<file path="config.mk">
export PLATFORM = sky130hd
export DESIGN_NAME = slf_security_core
export DESIGN_NICKNAME = d
export VERILOG_FILES = /design/src/slf_pkg.sv /design/src/slf_fail_counter.sv /design/src/slf_security_core.sv
export SDC_FILE = /design/constraint.sdc
export NUM_CORES = 1
export LEC_CHECK = 0
export BUFFER_PORTS_ARGS = -buffer_cell sky130_fd_sc_hd__buf_2
export CORE_UTILIZATION = 55
export DETAILED_ROUTE_END_ITERATION = 12
export GPL_ROUTABILITY_DRIVEN = 0
export PLACE_DENSITY = 0.81
export SETUP_SLACK_MARGIN = 0.2
export SYNTH_ARGS = -nofsm -noshare
export SYNTH_HDL_FRONTEND = slang
export SYNTH_HIERARCHICAL = 1
export SYNTH_SLANG_ARGS = --single-unit
export TNS_END_PERCENT = 5
</file>
<file path="constraint.sdc">
create_clock -name sys_clk -period 8.4 [get_ports sys_clk]
set_input_delay 0.42 -clock sys_clk [delete_from_list [all_inputs] [get_ports sys_clk]]
set_output_delay 0.42 -clock sys_clk [all_outputs]
set_load 0.01 [all_outputs]
</file>
<file path="src/slf_pkg.sv">
/*
  Package for the security lockout and fuse logic: counter codes, fuse bit
  positions, access-area codes and reset values.
  Assumes one clock domain; the nonvolatile store that holds counters and
  fuses across power cycles sits outside and is loaded by the host side.
*/
// Overview of operation
// - Sixteen 8-bit password failure counters step FF, EE, CC, 88, 00 on failures.
// - A password whose counter holds 00 is refused forever.
// - Correct password while counter above 00 restores it to FF.
// - Four 8-bit key-set failure counters step FF, EE, CC, 88, 00 on failures.
// - A key set whose counter holds 00 can never authenticate again.
// - Successful authentication while counter above 00 reloads it to FF.
// - Fuse status byte: factory bit3, personalization bit2, maker bit1, fab bit0.
// - Fuses are one-way; once blown nothing restores them.
// - Fuses blow in order fab, maker code, personalization; others are rejected.
// - Fab locks reset answer and fab code; maker locks maker code; pers freezes rest except test area and password areas.
// - Factory fuse makes the lot history code permanently read-only.
// - Before personalization lock, config writes except the test area, and reads of seeds, session keys and passwords, need write password set 7.
// - After personalization lock, seeds, session keys, forbidden region are denied.
// - User zone rights come only from zone access settings, never fuses.
// - The 64-bit reset answer register is writable until the fab fuse is blown.
// - After personalization lock, a set's write password allows changing its passwords and its counter.
// - After personalization lock, set 7 no longer grants configuration writes.
package slf_pkg;
   localparam int NUM_PW = 16;
   localparam int NUM_KEY = 4;
   localparam logic [7:0] CNT_FULL = 8'hff;
   localparam logic [7:0] CNT_ONE = 8'hee;
   localparam logic [7:0] CNT_TWO = 8'hcc;
   localparam logic [7:0] CNT_THREE = 8'h88;
   localparam logic [7:0] CNT_LOCKED = 8'h00;
   localparam int FUSE_FAB = 0;
   localparam int FUSE_MAKER = 1;
   localparam int FUSE_PERS = 2;
   localparam int FUSE_FACTORY = 3;
   localparam logic [3:0] FUSE_RESET = 4'hf;
   localparam logic [3:0] FUSE_RESV = 4'hf;
   localparam logic [2:0] SECURE_SET = 3'h7;
   // Configuration area codes
   localparam logic [3:0] AREA_IDENT = 4'h0;
   localparam logic [3:0] AREA_TEST = 4'h1;
   localparam logic [3:0] AREA_MAKER = 4'h2;
   localparam logic [3:0] AREA_LOT = 4'h3;
   localparam logic [3:0] AREA_ACCESS = 4'h4;
   localparam logic [3:0] AREA_CRYPTO = 4'h5;
   localparam logic [3:0] AREA_SESSION = 4'h6;
   localparam logic [3:0] AREA_SECRET = 4'h7;
   localparam logic [3:0] AREA_PASSWORD = 4'h8;
   localparam logic [3:0] AREA_PW_CNT = 4'h9;
   localparam logic [3:0] AREA_FORBID = 4'ha;
   localparam logic [3:0] AREA_USER = 4'hb;
   localparam logic [3:0] AREA_RESET_ANS = 4'hc;
endpackage

</file>
<file path="src/slf_fail_counter.sv">
/*
  One attempt counter stepping FF, EE, CC, 88, 00 on failures.
  Assumes fail and pass are single-cycle and never both high.
*/
`timescale 1ns/1ps
module slf_fail_counter (
   // Clock and reset
   input wire logic sys_clk,
   input wire logic sys_rst,
   // Nonvolatile preload
   input wire logic load,
   input wire logic [7:0] load_value,
   // Attempt outcome
   input wire logic fail,
   input wire logic pass,
   // State
   output logic [7:0] count
);
   logic [7:0] next_count;

   always_comb begin
      next_count = count;
      if (load) begin
         next_count = load_value;
      end else if (count != slf_pkg::CNT_LOCKED) begin
         if (pass) begin
            next_count = slf_pkg::CNT_FULL;
         end else if (fail) begin
            case (count)
               slf_pkg::CNT_FULL: next_count = slf_pkg::CNT_ONE;
               slf_pkg::CNT_ONE: next_count = slf_pkg::CNT_TWO;
               slf_pkg::CNT_TWO: next_count = slf_pkg::CNT_THREE;
               default: next_count = slf_pkg::CNT_LOCKED;
            endcase
         end
      end
   end

   always_ff @(posedge sys_clk or posedge sys_rst) begin
      if (sys_rst) begin
         count <= slf_pkg::CNT_FULL;
      end else begin
         count <= next_count;
      end
   end
endmodule

</file>
<file path="src/slf_security_core.sv">
/*
  Security state: password and key attempt counters, one-way fuses and the
  access decision for configuration areas and user zones.
  Assumes command decoding and the credential comparison happen outside; this
  block gets one-cycle verify results and an access query each cycle.
*/
`timescale 1ns/1ps
module slf_security_core (
   // Clock and reset
   input wire logic sys_clk,
   input wire logic sys_rst,
   // Nonvolatile preload of counters and fuses
   input wire logic nv_load,
   input wire logic [3:0] nv_fuses,
   input wire logic [8*16-1:0] nv_pw_counts,
   input wire logic [8*4-1:0] nv_key_counts,
   // Password verification
   input wire logic pw_verify,
   input wire logic [3:0] pw_index,
   input wire logic pw_match,
   // Authentication
   input wire logic auth_verify,
   input wire logic [1:0] auth_key,
   input wire logic auth_match,
   // Fuse blow request
   input wire logic fuse_req,
   input wire logic [1:0] fuse_id,
   // Access query
   input wire logic [3:0] acc_area,
   input wire logic [2:0] acc_pw_set,
   input wire logic acc_zone_read_ok,
   input wire logic acc_zone_write_ok,
   // Results
   output logic pw_refused,
   output logic auth_refused,
   output logic fuse_done,
   output logic fuse_rejected,
   output logic [7:0] security_fuse_status,
   output logic [7:0] password_fail_counter [16],
   output logic [7:0] auth_fail_counter [4],
   output logic read_grant,
   output logic write_grant
);
   logic [3:0] fuses;
   logic [3:0] next_fuses;
   logic [7:0] wpw_ok;
   logic [7:0] next_wpw_ok;
   logic next_pw_refused;
   logic next_auth_refused;
   logic next_fuse_done;
   logic next_fuse_rejected;
   logic next_read_grant;
   logic next_write_grant;
   logic [7:0] pw_cnt [16];
   logic [7:0] key_cnt [4];
   logic pw_open;
   logic key_open;

   ////////////////////////////////////////////////////////////////////////////
   // Attempt counters
   assign pw_open = (pw_cnt[pw_index] != slf_pkg::CNT_LOCKED);
   assign key_open = (key_cnt[auth_key] != slf_pkg::CNT_LOCKED);

   for (genvar i = 0; i < slf_pkg::NUM_PW; i++) begin : g_pw
      slf_fail_counter u_cnt (
         .sys_clk(sys_clk),
         .sys_rst(sys_rst),
         .load(nv_load),
         .load_value(nv_pw_counts[8*i +: 8]),
         .fail(pw_verify && pw_index == 4'(i) && !pw_match),
         .pass(pw_verify && pw_index == 4'(i) && pw_match),
         .count(pw_cnt[i])
      );
   end

   for (genvar k = 0; k < slf_pkg::NUM_KEY; k++) begin : g_key
      slf_fail_counter u_cnt (
         .sys_clk(sys_clk),
         .sys_rst(sys_rst),
         .load(nv_load),
         .load_value(nv_key_counts[8*k +: 8]),
         .fail(auth_verify && auth_key == 2'(k) && !auth_match),
         .pass(auth_verify && auth_key == 2'(k) && auth_match),
         .count(key_cnt[k])
      );
   end

   ////////////////////////////////////////////////////////////////////////////
   // Fuses and verified write passwords
   always_comb begin
      next_fuses = fuses;
      next_wpw_ok = wpw_ok;
      next_fuse_done = 1'b0;
      next_fuse_rejected = 1'b0;
      next_pw_refused = pw_verify && !pw_open;
      next_auth_refused = auth_verify && !key_open;
      if (nv_load) begin
         next_fuses = fuses & nv_fuses;
         next_wpw_ok = 8'h00;
      end else if (pw_verify && pw_index[3] == 1'b0) begin
         next_wpw_ok[pw_index[2:0]] = pw_open && pw_match;
      end
      if (fuse_req) begin
         case (fuse_id)
            2'(slf_pkg::FUSE_FAB): next_fuse_done = fuses[slf_pkg::FUSE_FAB];
            2'(slf_pkg::FUSE_MAKER):
               next_fuse_done = !fuses[slf_pkg::FUSE_FAB] && fuses[slf_pkg::FUSE_MAKER];
            2'(slf_pkg::FUSE_PERS):
               next_fuse_done = !fuses[slf_pkg::FUSE_MAKER] && fuses[slf_pkg::FUSE_PERS];
            default: next_fuse_done = 1'b0;
         endcase
         next_fuse_rejected = !next_fuse_done;
         if (next_fuse_done) begin
            next_fuses[fuse_id] = 1'b0;
         end
      end
   end

   ////////////////////////////////////////////////////////////////////////////
   // Access decision
   always_comb begin
      logic pers;
      logic secure;
      logic own_pw;
      pers = !fuses[slf_pkg::FUSE_PERS];
      secure = !pers && wpw_ok[slf_pkg::SECURE_SET];
      own_pw = wpw_ok[acc_pw_set];
      next_read_grant = 1'b1;
      next_write_grant = 1'b0;
      case (acc_area)
         slf_pkg::AREA_IDENT: next_write_grant = secure && fuses[slf_pkg::FUSE_FAB];
         slf_pkg::AREA_RESET_ANS:
            next_write_grant = secure && fuses[slf_pkg::FUSE_FAB];
         slf_pkg::AREA_TEST: next_write_grant = 1'b1;
         slf_pkg::AREA_MAKER: next_write_grant = secure && fuses[slf_pkg::FUSE_MAKER];
         slf_pkg::AREA_LOT: next_write_grant = fuses[slf_pkg::FUSE_FACTORY] && secure;
         slf_pkg::AREA_ACCESS, slf_pkg::AREA_CRYPTO: next_write_grant = secure;
         slf_pkg::AREA_SESSION, slf_pkg::AREA_SECRET: begin
            next_read_grant = secure;
            next_write_grant = secure;
         end
         slf_pkg::AREA_PASSWORD: begin
            next_read_grant = pers ? own_pw : secure;
            next_write_grant = pers ? own_pw : secure;
         end
         slf_pkg::AREA_PW_CNT: next_write_grant = pers ? own_pw : secure;
         slf_pkg::AREA_USER: begin
            next_read_grant = acc_zone_read_ok;
            next_write_grant = acc_zone_write_ok;
         end
         default: begin
            next_read_grant = 1'b0;
            next_write_grant = 1'b0;
         end
      endcase
   end

   always_ff @(posedge sys_clk or posedge sys_rst) begin
      if (sys_rst) begin
         fuses <= slf_pkg::FUSE_RESET;
         wpw_ok <= 8'h00;
         pw_refused <= 1'b0;
         auth_refused <= 1'b0;
         fuse_done <= 1'b0;
         fuse_rejected <= 1'b0;
         read_grant <= 1'b0;
         write_grant <= 1'b0;
         security_fuse_status <= {slf_pkg::FUSE_RESV, slf_pkg::FUSE_RESET};
      end else begin
         fuses <= next_fuses;
         wpw_ok <= next_wpw_ok;
         pw_refused <= next_pw_refused;
         auth_refused <= next_auth_refused;
         fuse_done <= next_fuse_done;
         fuse_rejected <= next_fuse_rejected;
         read_grant <= next_read_grant;
         write_grant <= next_write_grant;
         security_fuse_status <= {slf_pkg::FUSE_RESV, next_fuses};
      end
   end

   always_ff @(posedge sys_clk or posedge sys_rst) begin
      if (sys_rst) begin
         password_fail_counter <= '{default: slf_pkg::CNT_FULL};
         auth_fail_counter <= '{default: slf_pkg::CNT_FULL};
      end else begin
         password_fail_counter <= pw_cnt;
         auth_fail_counter <= key_cnt;
      end
   end
endmodule

</file>
==> flow_metrics.tcl, run 1 <==
set metrics [dict create \
    synth_ff_type "dfstp_2" \
    ctsHoldBuffers 0 \
    fp.dieArea_um2 29800 \
    grt_remaining_overflow 0 \
    start_kind "primary input" \
    cp-end-kind "flip-flop" \
    max-slew-margin-rel_pct 29.0 \
    critical_path_cell_count 6 \
    hp-class "in -> reg" \
    cpLargestDelayFamily "simple AND/OR/NAND/NOR gates" \
    path_clk_slew_ns 0.06 \
    ir_drop_v 0.000202 \
    synth-compound-area-share_pct 15.5 \
    rows 62 \
    grt_pass1_vias 13300 \
    ff2ff_path_depth 6 \
    synth_top_family_by_area "simple AND/OR/NAND/NOR gates" \
    required_ns 8.82 \
    die_height_um 173 \
    synth_cells 1466 \
    rsz0062_at_grt "no" \
    worstMarginPinSlew_ns 1.07 \
    status "complete, no violations" \
    path_cells "buf_2, nand3_1, nor2_1, nor3b_1, o311ai_1, o221a_1" \
    setup_viol 0 \
    start_util_pct 55.8 \
    ioPinCount 363 \
    critPathMaxFanout 48 \
    place_ws_ns 5.18 \
    core-area_um2 28700 \
    fin_skew_ns 0.00975 \
    crit_type "in -> reg" \
    postRouteAntennaNets 0 \
    synth_mux_area_share_pct 0.625 \
    mostFrequentLayoutCell "buf_2" \
    area_growth_syn_to_layout_pct 20.6 \
    setup_slack_ns 5.54 \
    vias_per_cell 5.94 \
    design.final.nets 2014 \
    syn_avg_cell_area_um2 10.9 \
    grtUsageTotal_pct 30.0 \
    timing.final.crit_share_pct 34.1 \
    cts.repair.resized 0 \
    vias 13300 \
    drt-total-wl_mm 44.9 \
    ctsHtreeMaxLevel 2 \
    synth_xor_area_share_pct 1.09 \
    max_freq_ghz 0.350 \
    p_leak_nw 7.85 \
    clock_latency_ns 0.51 \
    syn_area_um2 16000 \
    maxCapViolations 0 \
    grt_max_degree 97 \
    cts_made_buffers 36 \
    place_hpwl_mm 32.3 \
    slowest_stage "nand3_1" \
    synth-warning-count 6 \
    final-max-slew-violation-count 0 \
    ys_seq_area_share_pct 55.3 \
    drc_errors 0 \
    layout.cells.most_common_list "buf_2 (357), dfstp_2 (324), nor3_1 (185), nor2_1 (167), nand2_1 (133)" \
    synth-simple-area-share_pct 25.0 \
    cpPeakStageDelay_ns 0.78 \
    post_drt_wl_per_cell_um 20.0 \
    hold_viol_final 0 \
    dr.pass1.iters 5 \
    hold_depth 2 \
    clock_tree.root_cell "clkbuf_16" \
    arrival_ns 3.28 \
    synthDistinctLibCells 53 \
    drive_above_1_share_pct 44.1 \
    synthAdderAreaFrac_pct 0 \
    drt_iter0_drc 1025 \
    cts_tree "done" \
    async_flop_share_pct 100 \
    synth_edf_count 0 \
    grt_pass1_wl_mm 71.3 \
    ctsLongestPathBuffers 3 \
    fin_crit_ns 2.86 \
    numPortBuffers 358 \
    antenna_found_initial 14 \
    ys_seq_elements 338 \
    pwr_density_cell_nw_per_um2 216 \
    cts_setup_buffers 0 \
    tns_ns 0 \
    clock-sinks 338 \
    crit_buf_inv 1 \
    die_x_um 173 \
]
==> final cells by class <==
| class | instances | area [µm²] |
|---|---|---|
| Sequential cell | 338 | 8860 |
| Multi-Input combinational cell | 1040 | 6780 |
| Clock buffer | 54 | 1050 |
| Antenna cell | 9 | 22.5 |
| Clock inverter | 10 | 113 |
| Tap cell | 384 | 480 |
| Inverter | 47 | 181 |
| Fill cell | 2167 | 9380 |
| Timing Repair Buffer | 362 | 1830 |
==> final timing paths <==
kind	startpoint	endpoint	slack, ns
max	pw_index[0]	g_pw[11].u_cnt/count[2]$_DFFE_PP1P_	5.54
min	fuse_id[1]	security_fuse_status[2]$_DFF_PP1_	0.1
max reg2reg	g_pw[13].u_cnt/count[1]$_DFFE_PP1P_	wpw_ok[7]$_DFFE_PP0P_	5.94
min reg2reg	g_pw[9].u_cnt/count[1]$_DFFE_PP1P_	password_fail_counter[49]$_DFF_PP1_	0.40
max in group asynchronous	sys_rst	fuse_rejected$_DFF_PP0_	6.41
min in group asynchronous	sys_rst	auth_refused$_DFF_PP0_	0.45
==> sequential cells by signal, summed over array words and instances (netlist names), 4 cells and up <==
| name | count |
|---|---|
| wpw_ok | 8 |
| g_pw.u_cnt/count | 128 |
| security_fuse_status | 4 |
| g_key.u_cnt/count | 32 |
| password_fail_counter | 128 |
| auth_fail_counter | 32 |
==> per-stage QoR <==
step / utilization, % / area (µm²) / total power, mW / instances / hold WS (ns)
6_report: 67.3 / 19300 / 4.17 / 2244 / 0.0999
2_1_floorplan: - / 16000 / 2.38 / 1469 / 0.384
4_1_cts: 67.2 / 19300 / 4.20 / 2235 / 0.0662
3_3_place_gp: 63.2 / 18100 / 2.61 / 2171 / 0.393
5_1_grt: 67.3 / 19300 / 4.33 / 2240 / 0.0859
3_5_place_dp: 63.2 / 18100 / 2.63 / 2171 / 0.395
==> metal layers <==
metal,share of wire [%],wire [µm],track usage [%]
met3,8.0,3590,7.19
met5,0.12,52,0
met1,39,17700,37.5
met4,3.4,1540,11.1
met2,49,22000,50.7
==> Yosys cell counts (all sizes together), types with 21 or more instances <==
master	number	area [µm²]
o311a	21	210
nor4	56	951
a21oi	70	425
nor3b	21	158
nor2	167	627
o21ai	54	270
clkbuf	27	101
inv	47	176
nor3	186	936
dfstp	324	8510
nand2	133	499
o311ai	26	228
and3	21	131
a22oi	21	158
o21a	22	165
nor2b	61	382
o221a	40	450
or2	23	144
==> cells by family after synthesis <==
| group | count (synthesis) |
|---|---|
| XOR/XNOR | 20 |
| buffers and inverters | 91 |
| AO/OA/AOI/OAI | 315 |
| flip-flops | 338 |
| AND/OR/NAND/NOR | 696 |
| multiplexers | 5 |
| other | 1 |
==> worst reg2reg max path, delay by kind of cell (launching register included) <==
kind | cells | cell delay (ns)
and+or+nand+nor | 4 | 1.36
AOI/OAI and AO/OA | 1 | 0.15
muxes | 1 | 0.39
DFF | 1 | 0.40
==> power breakdown <==
group / switching, mW / leakage, nW / internal (mW)
Combinational: 0.305 / 3.68 / 0.220
Clock: 0.633 / 0.565 / 0.928
Sequential: 0.189 / 3.60 / 1.90
Note: power is estimated with default switching activity, not from simulation.
==> run 2: changes to the inputs <==
CORE_UTILIZATION = 49   (was 55)
PLACE_DENSITY = 0.76   (was 0.81)
clock period = 2.5 ns   (was 8.4 ns; I/O delays follow)
==> run 2 against run 1 <==
Combinational power increased to 3.9 times the previous value; utilization increased by 0.28 points; wire length increased by 11%; power increased to 3.5 times the previous value; register-to-register slack got worse by 5.7 ns; clock power increased to 3.6 times the previous value; global-route usage decreased by 0.77 points; sequential cell count unchanged; design area increased by 12%; sequential power increased to 3.4 times the previous value; first-iteration DRC count decreased by 14%; critical path type is now reg -> reg; largest cell class unchanged.
==> flow_metrics.tcl, run 2 (synthesized netlist as in run 1, its figures left out) <==
set metrics [dict create \
    status "complete, no violations" \
    die_x_um 183 \
    slowest_stage "dfstp_2" \
    dp.cells 2241 \
    design.final.nets 2217 \
    grt_pass1_wl_mm 76.9 \
    ctsHtreeMaxLevel 2 \
    setup_viol 0 \
    grt_max_degree 110 \
    drt_iter0_drc 880 \
    drc_errors 0 \
    cpLargestDelayFamily "flip-flops" \
    max_freq_ghz 0.447 \
    layout.cells.most_common_list "buf_2 (357), dfstp_2 (324), nor3_1 (185), dlygate4sd3_1 (174), nor2_1 (166)" \
    tns_ns 0 \
    arrival_ns 2.65 \
    rows 65 \
    cts_tree "done" \
    antenna_found_initial 4 \
    postRouteAntennaNets 0 \
    path_clk_slew_ns 0.06 \
    fp.dieArea_um2 33400 \
    grt_pass1_vias 14400 \
    numPortBuffers 358 \
    timing.final.crit_share_pct 89.4 \
    final-max-slew-violation-count 0 \
    ioPinCount 363 \
    reg.largest.list "g_pw.u_cnt/count (128), password_fail_counter (128)" \
    clock-sinks 338 \
    vias 14300 \
    fillers 2311 \
    pwr_density_cell_nw_per_um2 687 \
    cpPeakStageDelay_ns 0.56 \
    start_util_pct 50.2 \
    cp-end-kind "flip-flop" \
    grtUsageTotal_pct 29.2 \
    grtUsageMet3_pct 5.12 \
    clock_latency_ns 0.53 \
    rsz0062_at_grt "yes" \
    ctsLongestPathBuffers 3 \
    ir_drop_v 0.000510 \
    path_cells "nor4_1, buf_4, mux4_2, nor2_2, nor3_1, and3_1, buf_12, o41ai_2" \
    ff2ff_path_depth 8 \
    critPathMaxFanout 9 \
    hold_depth 3 \
    fin_skew_ns 0.0141 \
    hold_viol_final 0 \
    drt-total-wl_mm 49.8 \
    clock_tree.root_cell "clkbuf_16" \
    die_height_um 183 \
    vias_per_cell 5.72 \
    core-area_um2 31900 \
    required_ns 2.91 \
    fin_util_pct 67.6 \
    crit_type "reg -> reg" \
    post_drt_wl_per_cell_um 19.9 \
    globalRouteMet2Util_pct 50.6 \
    hp-class "in -> reg" \
    critical_path_cell_count 8 \
    top_usage_layer "met2" \
    fin_crit_ns 2.24 \
    mostFrequentLayoutCell "buf_2" \
    layout.cells.non_filler 2497 \
    place_hpwl_mm 33.9 \
    cts_made_buffers 37 \
    max-slew-margin-rel_pct 46.3 \
    dr.pass1.iters 5 \
    drive_above_1_share_pct 41.3 \
    worstMarginPinSlew_ns 0.806 \
    gr-usage-met1_pct 36.0 \
    grt_remaining_overflow 0 \
    p_leak_nw 8.81 \
    area_growth_syn_to_layout_pct 34.5 \
    start_kind "flip-flop" \
    crit_buf_inv 2 \
    maxCapViolations 0 \
]
run 2: cell count changes in the layout (fill, tap and decap cells not counted), sizes merged:
| cell | previous run | this run |
|---|---|---|
| clkbuf | 54 | 58 |
| diode | 9 | 6 |
| clkinv | 6 | 4 |
| buf | 362 | 390 |
| dlygate4sd3 | 0 | 174 |
| bufinv | 2 | 4 |
| clkinvlp | 2 | 1 |
run 2: metrics by stage:
stage	hold slack (ns)	setup slack [ns]	power (mW)	instance area, µm²
floorplan	0.168	0.228	7.99	16000
global placement	0.312	0.254	8.82	18400
detailed placement	0.317	0.208	8.89	18400
CTS	0.000258	0.202	14.8	21400
global route	0.0271	0.167	15.4	21500
finish	0.00951	0.264	14.8	21500
run 2: routing by layer:
| layer | share of wire (%) | up-vias | wire [µm] |
|---|---|---|---|
| met5 | 0 | - | 0 |
| met4 | 4.0 | 0 | 1990 |
| met3 | 7.3 | 151 | 3650 |
| met2 | 49 | 706 | 24500 |
| met1 | 39 | 6961 | 19600 |
| li1 | - | 6473 | - |
run 2: worst register-to-register path: stages, from the launching register on:
cell and delay [ns]:
dfstp_2 0.56, nor4_1 0.10, buf_4 0.14, mux4_2 0.47, nor2_2 0.15, nor3_1 0.06, and3_1 0.20, buf_12 0.15
o41ai_2 0.31
run 2: what timing repair did:
| action | in CTS | in global routing |
|---|---|---|
| buffers inserted | 0 | 9 |
| resized for setup | 1 | 2 |
| endpoints found under the setup margin | 2 | 8 |
| pin swaps | 0 | 0 |
| endpoints found under the hold margin | 170 | 0 |
| hold buffers | 174 | 0 |
| cloned | 0 | 0 |
run 2: area by class of cell:
cell class | instances | area, µm² | share of cell area (%)
clock buffer | 58 | 1130 | 5.23
inverter | 47 | 180 | 0.836
timing repair buffer | 564 | 3870 | 17.9
sequential | 338 | 8860 | 41.1
tap | 435 | 544 | 2.53
antenna | 6 | 15.0 | 0.0697
clock inverter | 9 | 149 | 0.691
multi-input combinational | 1040 | 6800 | 31.6
run 2: worst paths after layout:
kind,start,slack [ns],endpoint
max,g_pw[13].u_cnt/count[1]$_DFFE_PP1P_,0.26,wpw_ok[6]$_DFFE_PP0P_
min,nv_load,0.01,g_pw[13].u_cnt/count[4]$_DFFE_PP1P_
max reg2reg,g_pw[13].u_cnt/count[1]$_DFFE_PP1P_,0.26,wpw_ok[6]$_DFFE_PP0P_
min reg2reg,g_pw[5].u_cnt/count[0]$_DFFE_PP1P_,0.38,password_fail_counter[80]$_DFF_PP1_
max in group asynchronous,sys_rst,1.82,password_fail_counter[110]$_DFF_PP1_
min in group asynchronous,sys_rst,0.18,auth_refused$_DFF_PP0_
run 2: report_power, final:
part	switching (mW)	internal, mW
Combinational	1.11	0.964
Sequential	0.650	6.39
Clock	2.18	3.51
==> run 3: changes to the inputs <==
CORE_MARGIN = 2   (was unset)
CORE_UTILIZATION = 25   (was 49)
PLACE_DENSITY = unset   (was 0.76)
==> run 3 against run 2 <==
Power grew 4.5%; register-to-register slack lost 0.09 ns; critical path type unchanged; sequential share of layout area shrank 1.6 points; via count shrank 2.2%; sequential power is essentially flat; clock skew grew 0.0053 ns; critical endpoint unchanged; wire length grew 15%; design area grew 3.9%; clock power grew 10%; first-iteration DRC count shrank 18%.
==> flow_metrics.tcl, run 3 (synthesized netlist as in run 1, its figures left out) <==
set metrics [dict create \
    status "complete, no violations" \
    rsz0062_at_grt "yes" \
    layout.cells.most_common_list "buf_2 (357), dfstp_2 (324), nor3_1 (185), dlygate4sd3_1 (175), nor2_1 (167)" \
    required_ns 2.95 \
    crit_buf_inv 2 \
    final-max-slew-violation-count 0 \
    design.final.nets 2247 \
    grt_remaining_overflow 0 \
    fin_crit_ns 2.33 \
    fin_skew_ns 0.0194 \
    ctsHtreeMaxLevel 2 \
    hold_viol_final 0 \
    critPathMaxFanout 9 \
    max_freq_ghz 0.430 \
    numPortBuffers 358 \
    p_leak_nw 9.01 \
    dr.pass1.iters 5 \
    grt_pass1_vias 14700 \
    core-area_um2 63200 \
    setup_viol 0 \
    drive_above_1_share_pct 42.3 \
    place_hpwl_mm 43.5 \
    grtUsageTotal_pct 17.0 \
    max-slew-margin-rel_pct 37.5 \
    drt-total-wl_mm 57.3 \
    arrival_ns 2.77 \
    clock-sinks 338 \
    whs_ns 0.0675 \
    start_kind "flip-flop" \
    grt_max_degree 96 \
    vias_per_cell 4.76 \
    tns_ns 0 \
    slowest_stage "dfstp_2" \
    drc_errors 0 \
    grt_pass1_wl_mm 87.2 \
    fp.dieArea_um2 66100 \
    postRouteAntennaNets 0 \
    post_drt_wl_per_cell_um 19.5 \
    clock_latency_ns 0.57 \
    layout.cells.non_filler 2936 \
    cts_setup_buffers 0 \
    reg.largest.list "g_pw.u_cnt/count (128), password_fail_counter (128)" \
    ioPinCount 363 \
    cpLargestDelayFamily "compound AO/OA/AOI/OAI gates" \
    clock_tree.root_cell "clkbuf_16" \
    ctsLongestPathBuffers 3 \
    worstMarginPinSlew_ns 0.936 \
    cpPeakStageDelay_ns 0.53 \
    die_height_um 257 \
    area_growth_syn_to_layout_pct 39.8 \
    start_util_pct 25.3 \
    mostFrequentLayoutCell "buf_2" \
    crit_type "reg -> reg" \
    path_cells "nor4_1, buf_4, mux4_2, o2111ai_2, o41ai_1, and3_1, buf_12, o41ai_2" \
    setup_slack_ns 0.174 \
    ir_drop_v 0.000495 \
    cts_made_buffers 40 \
    die_x_um 257 \
    maxCapViolations 0 \
    cp-end-kind "flip-flop" \
    antenna_found_initial 4 \
    pwr_density_cell_nw_per_um2 691 \
    drt_iter0_drc 719 \
    fillers 6216 \
    rows 92 \
    cts_tree "done" \
    place_ws_ns 0.106 \
    timing.final.crit_share_pct 93.0 \
    hp-class "in -> reg" \
    dp.cells 2687 \
    vias 14000 \
    path_clk_slew_ns 0.06 \
]
run 3: per-stage QoR:
stage	utilization [%]	power, mW	instance area, µm²
final	35.4	15.5	22400
after global routing	35.4	16.1	22400
after CTS	35.4	15.7	22400
after detailed placement	30.4	9.07	19200
after global placement	30.4	9.01	19200
after floorplan	-	7.99	16000
run 3: worst min-delay path, stage by stage:
cell      delay (ns)
buf_2           0.13
nand2b_1        0.09
nor2_1          0.07
a21oi_1         0.14
o21ai_1         0.07
run 3: power by group:
group | switching (mW) | internal [mW]
Combinational | 1.16 | 0.996
Clock | 2.43 | 3.84
Sequential | 0.656 | 6.39
Total | 4.25 | 11.2
run 3: path summary, 6_finish.rpt:
kind	start	endpoint	slack, ns	cells after the start
max	g_pw[5].u_cnt/count[0]$_DFFE_PP1P_	wpw_ok[6]$_DFFE_PP0P_	0.17	8
min	auth_match	g_key[0].u_cnt/count[0]$_DFFE_PP1P_	0.07	5
max reg2reg	g_pw[5].u_cnt/count[0]$_DFFE_PP1P_	wpw_ok[6]$_DFFE_PP0P_	0.17	8
min reg2reg	g_pw[12].u_cnt/count[5]$_DFFE_PP1P_	password_fail_counter[29]$_DFF_PP1_	0.39	0
max in group asynchronous	sys_rst	password_fail_counter[124]$_DFF_PP1_	1.90	3
min in group asynchronous	sys_rst	g_pw[6].u_cnt/count[7]$_DFFE_PP1P_	0.12	3
run 3: routing by layer:
metal | GRT usage [%] | wire length [µm] | up-vias
met5 | 0 | 11 | -
met4 | 5.38 | 1460 | 2
met3 | 3.41 | 3280 | 90
met2 | 29.4 | 27900 | 450
met1 | 21.2 | 24600 | 6892
li1 | - | - | 6548
run 3: cell type report:
class                   instances  area (µm²)  area share (%)
flip-flops and latches        338        8860            39.6
multi-input cells            1040        6790            30.3
repair buffers                591        4100            18.3
clock buffers                  53        1140            5.10
well taps                     846        1060            4.73
clock inverters                17         255            1.14
inverters                      47         180           0.804
diodes                          4        10.0          0.0447
run 3: what timing repair did:
action                                 CTS  global route
endpoints found under the hold margin  170             0
setup endpoints to repair                8             8
gates resized for setup                  1             0
hold buffers                           175             0
pin swaps                                0             0
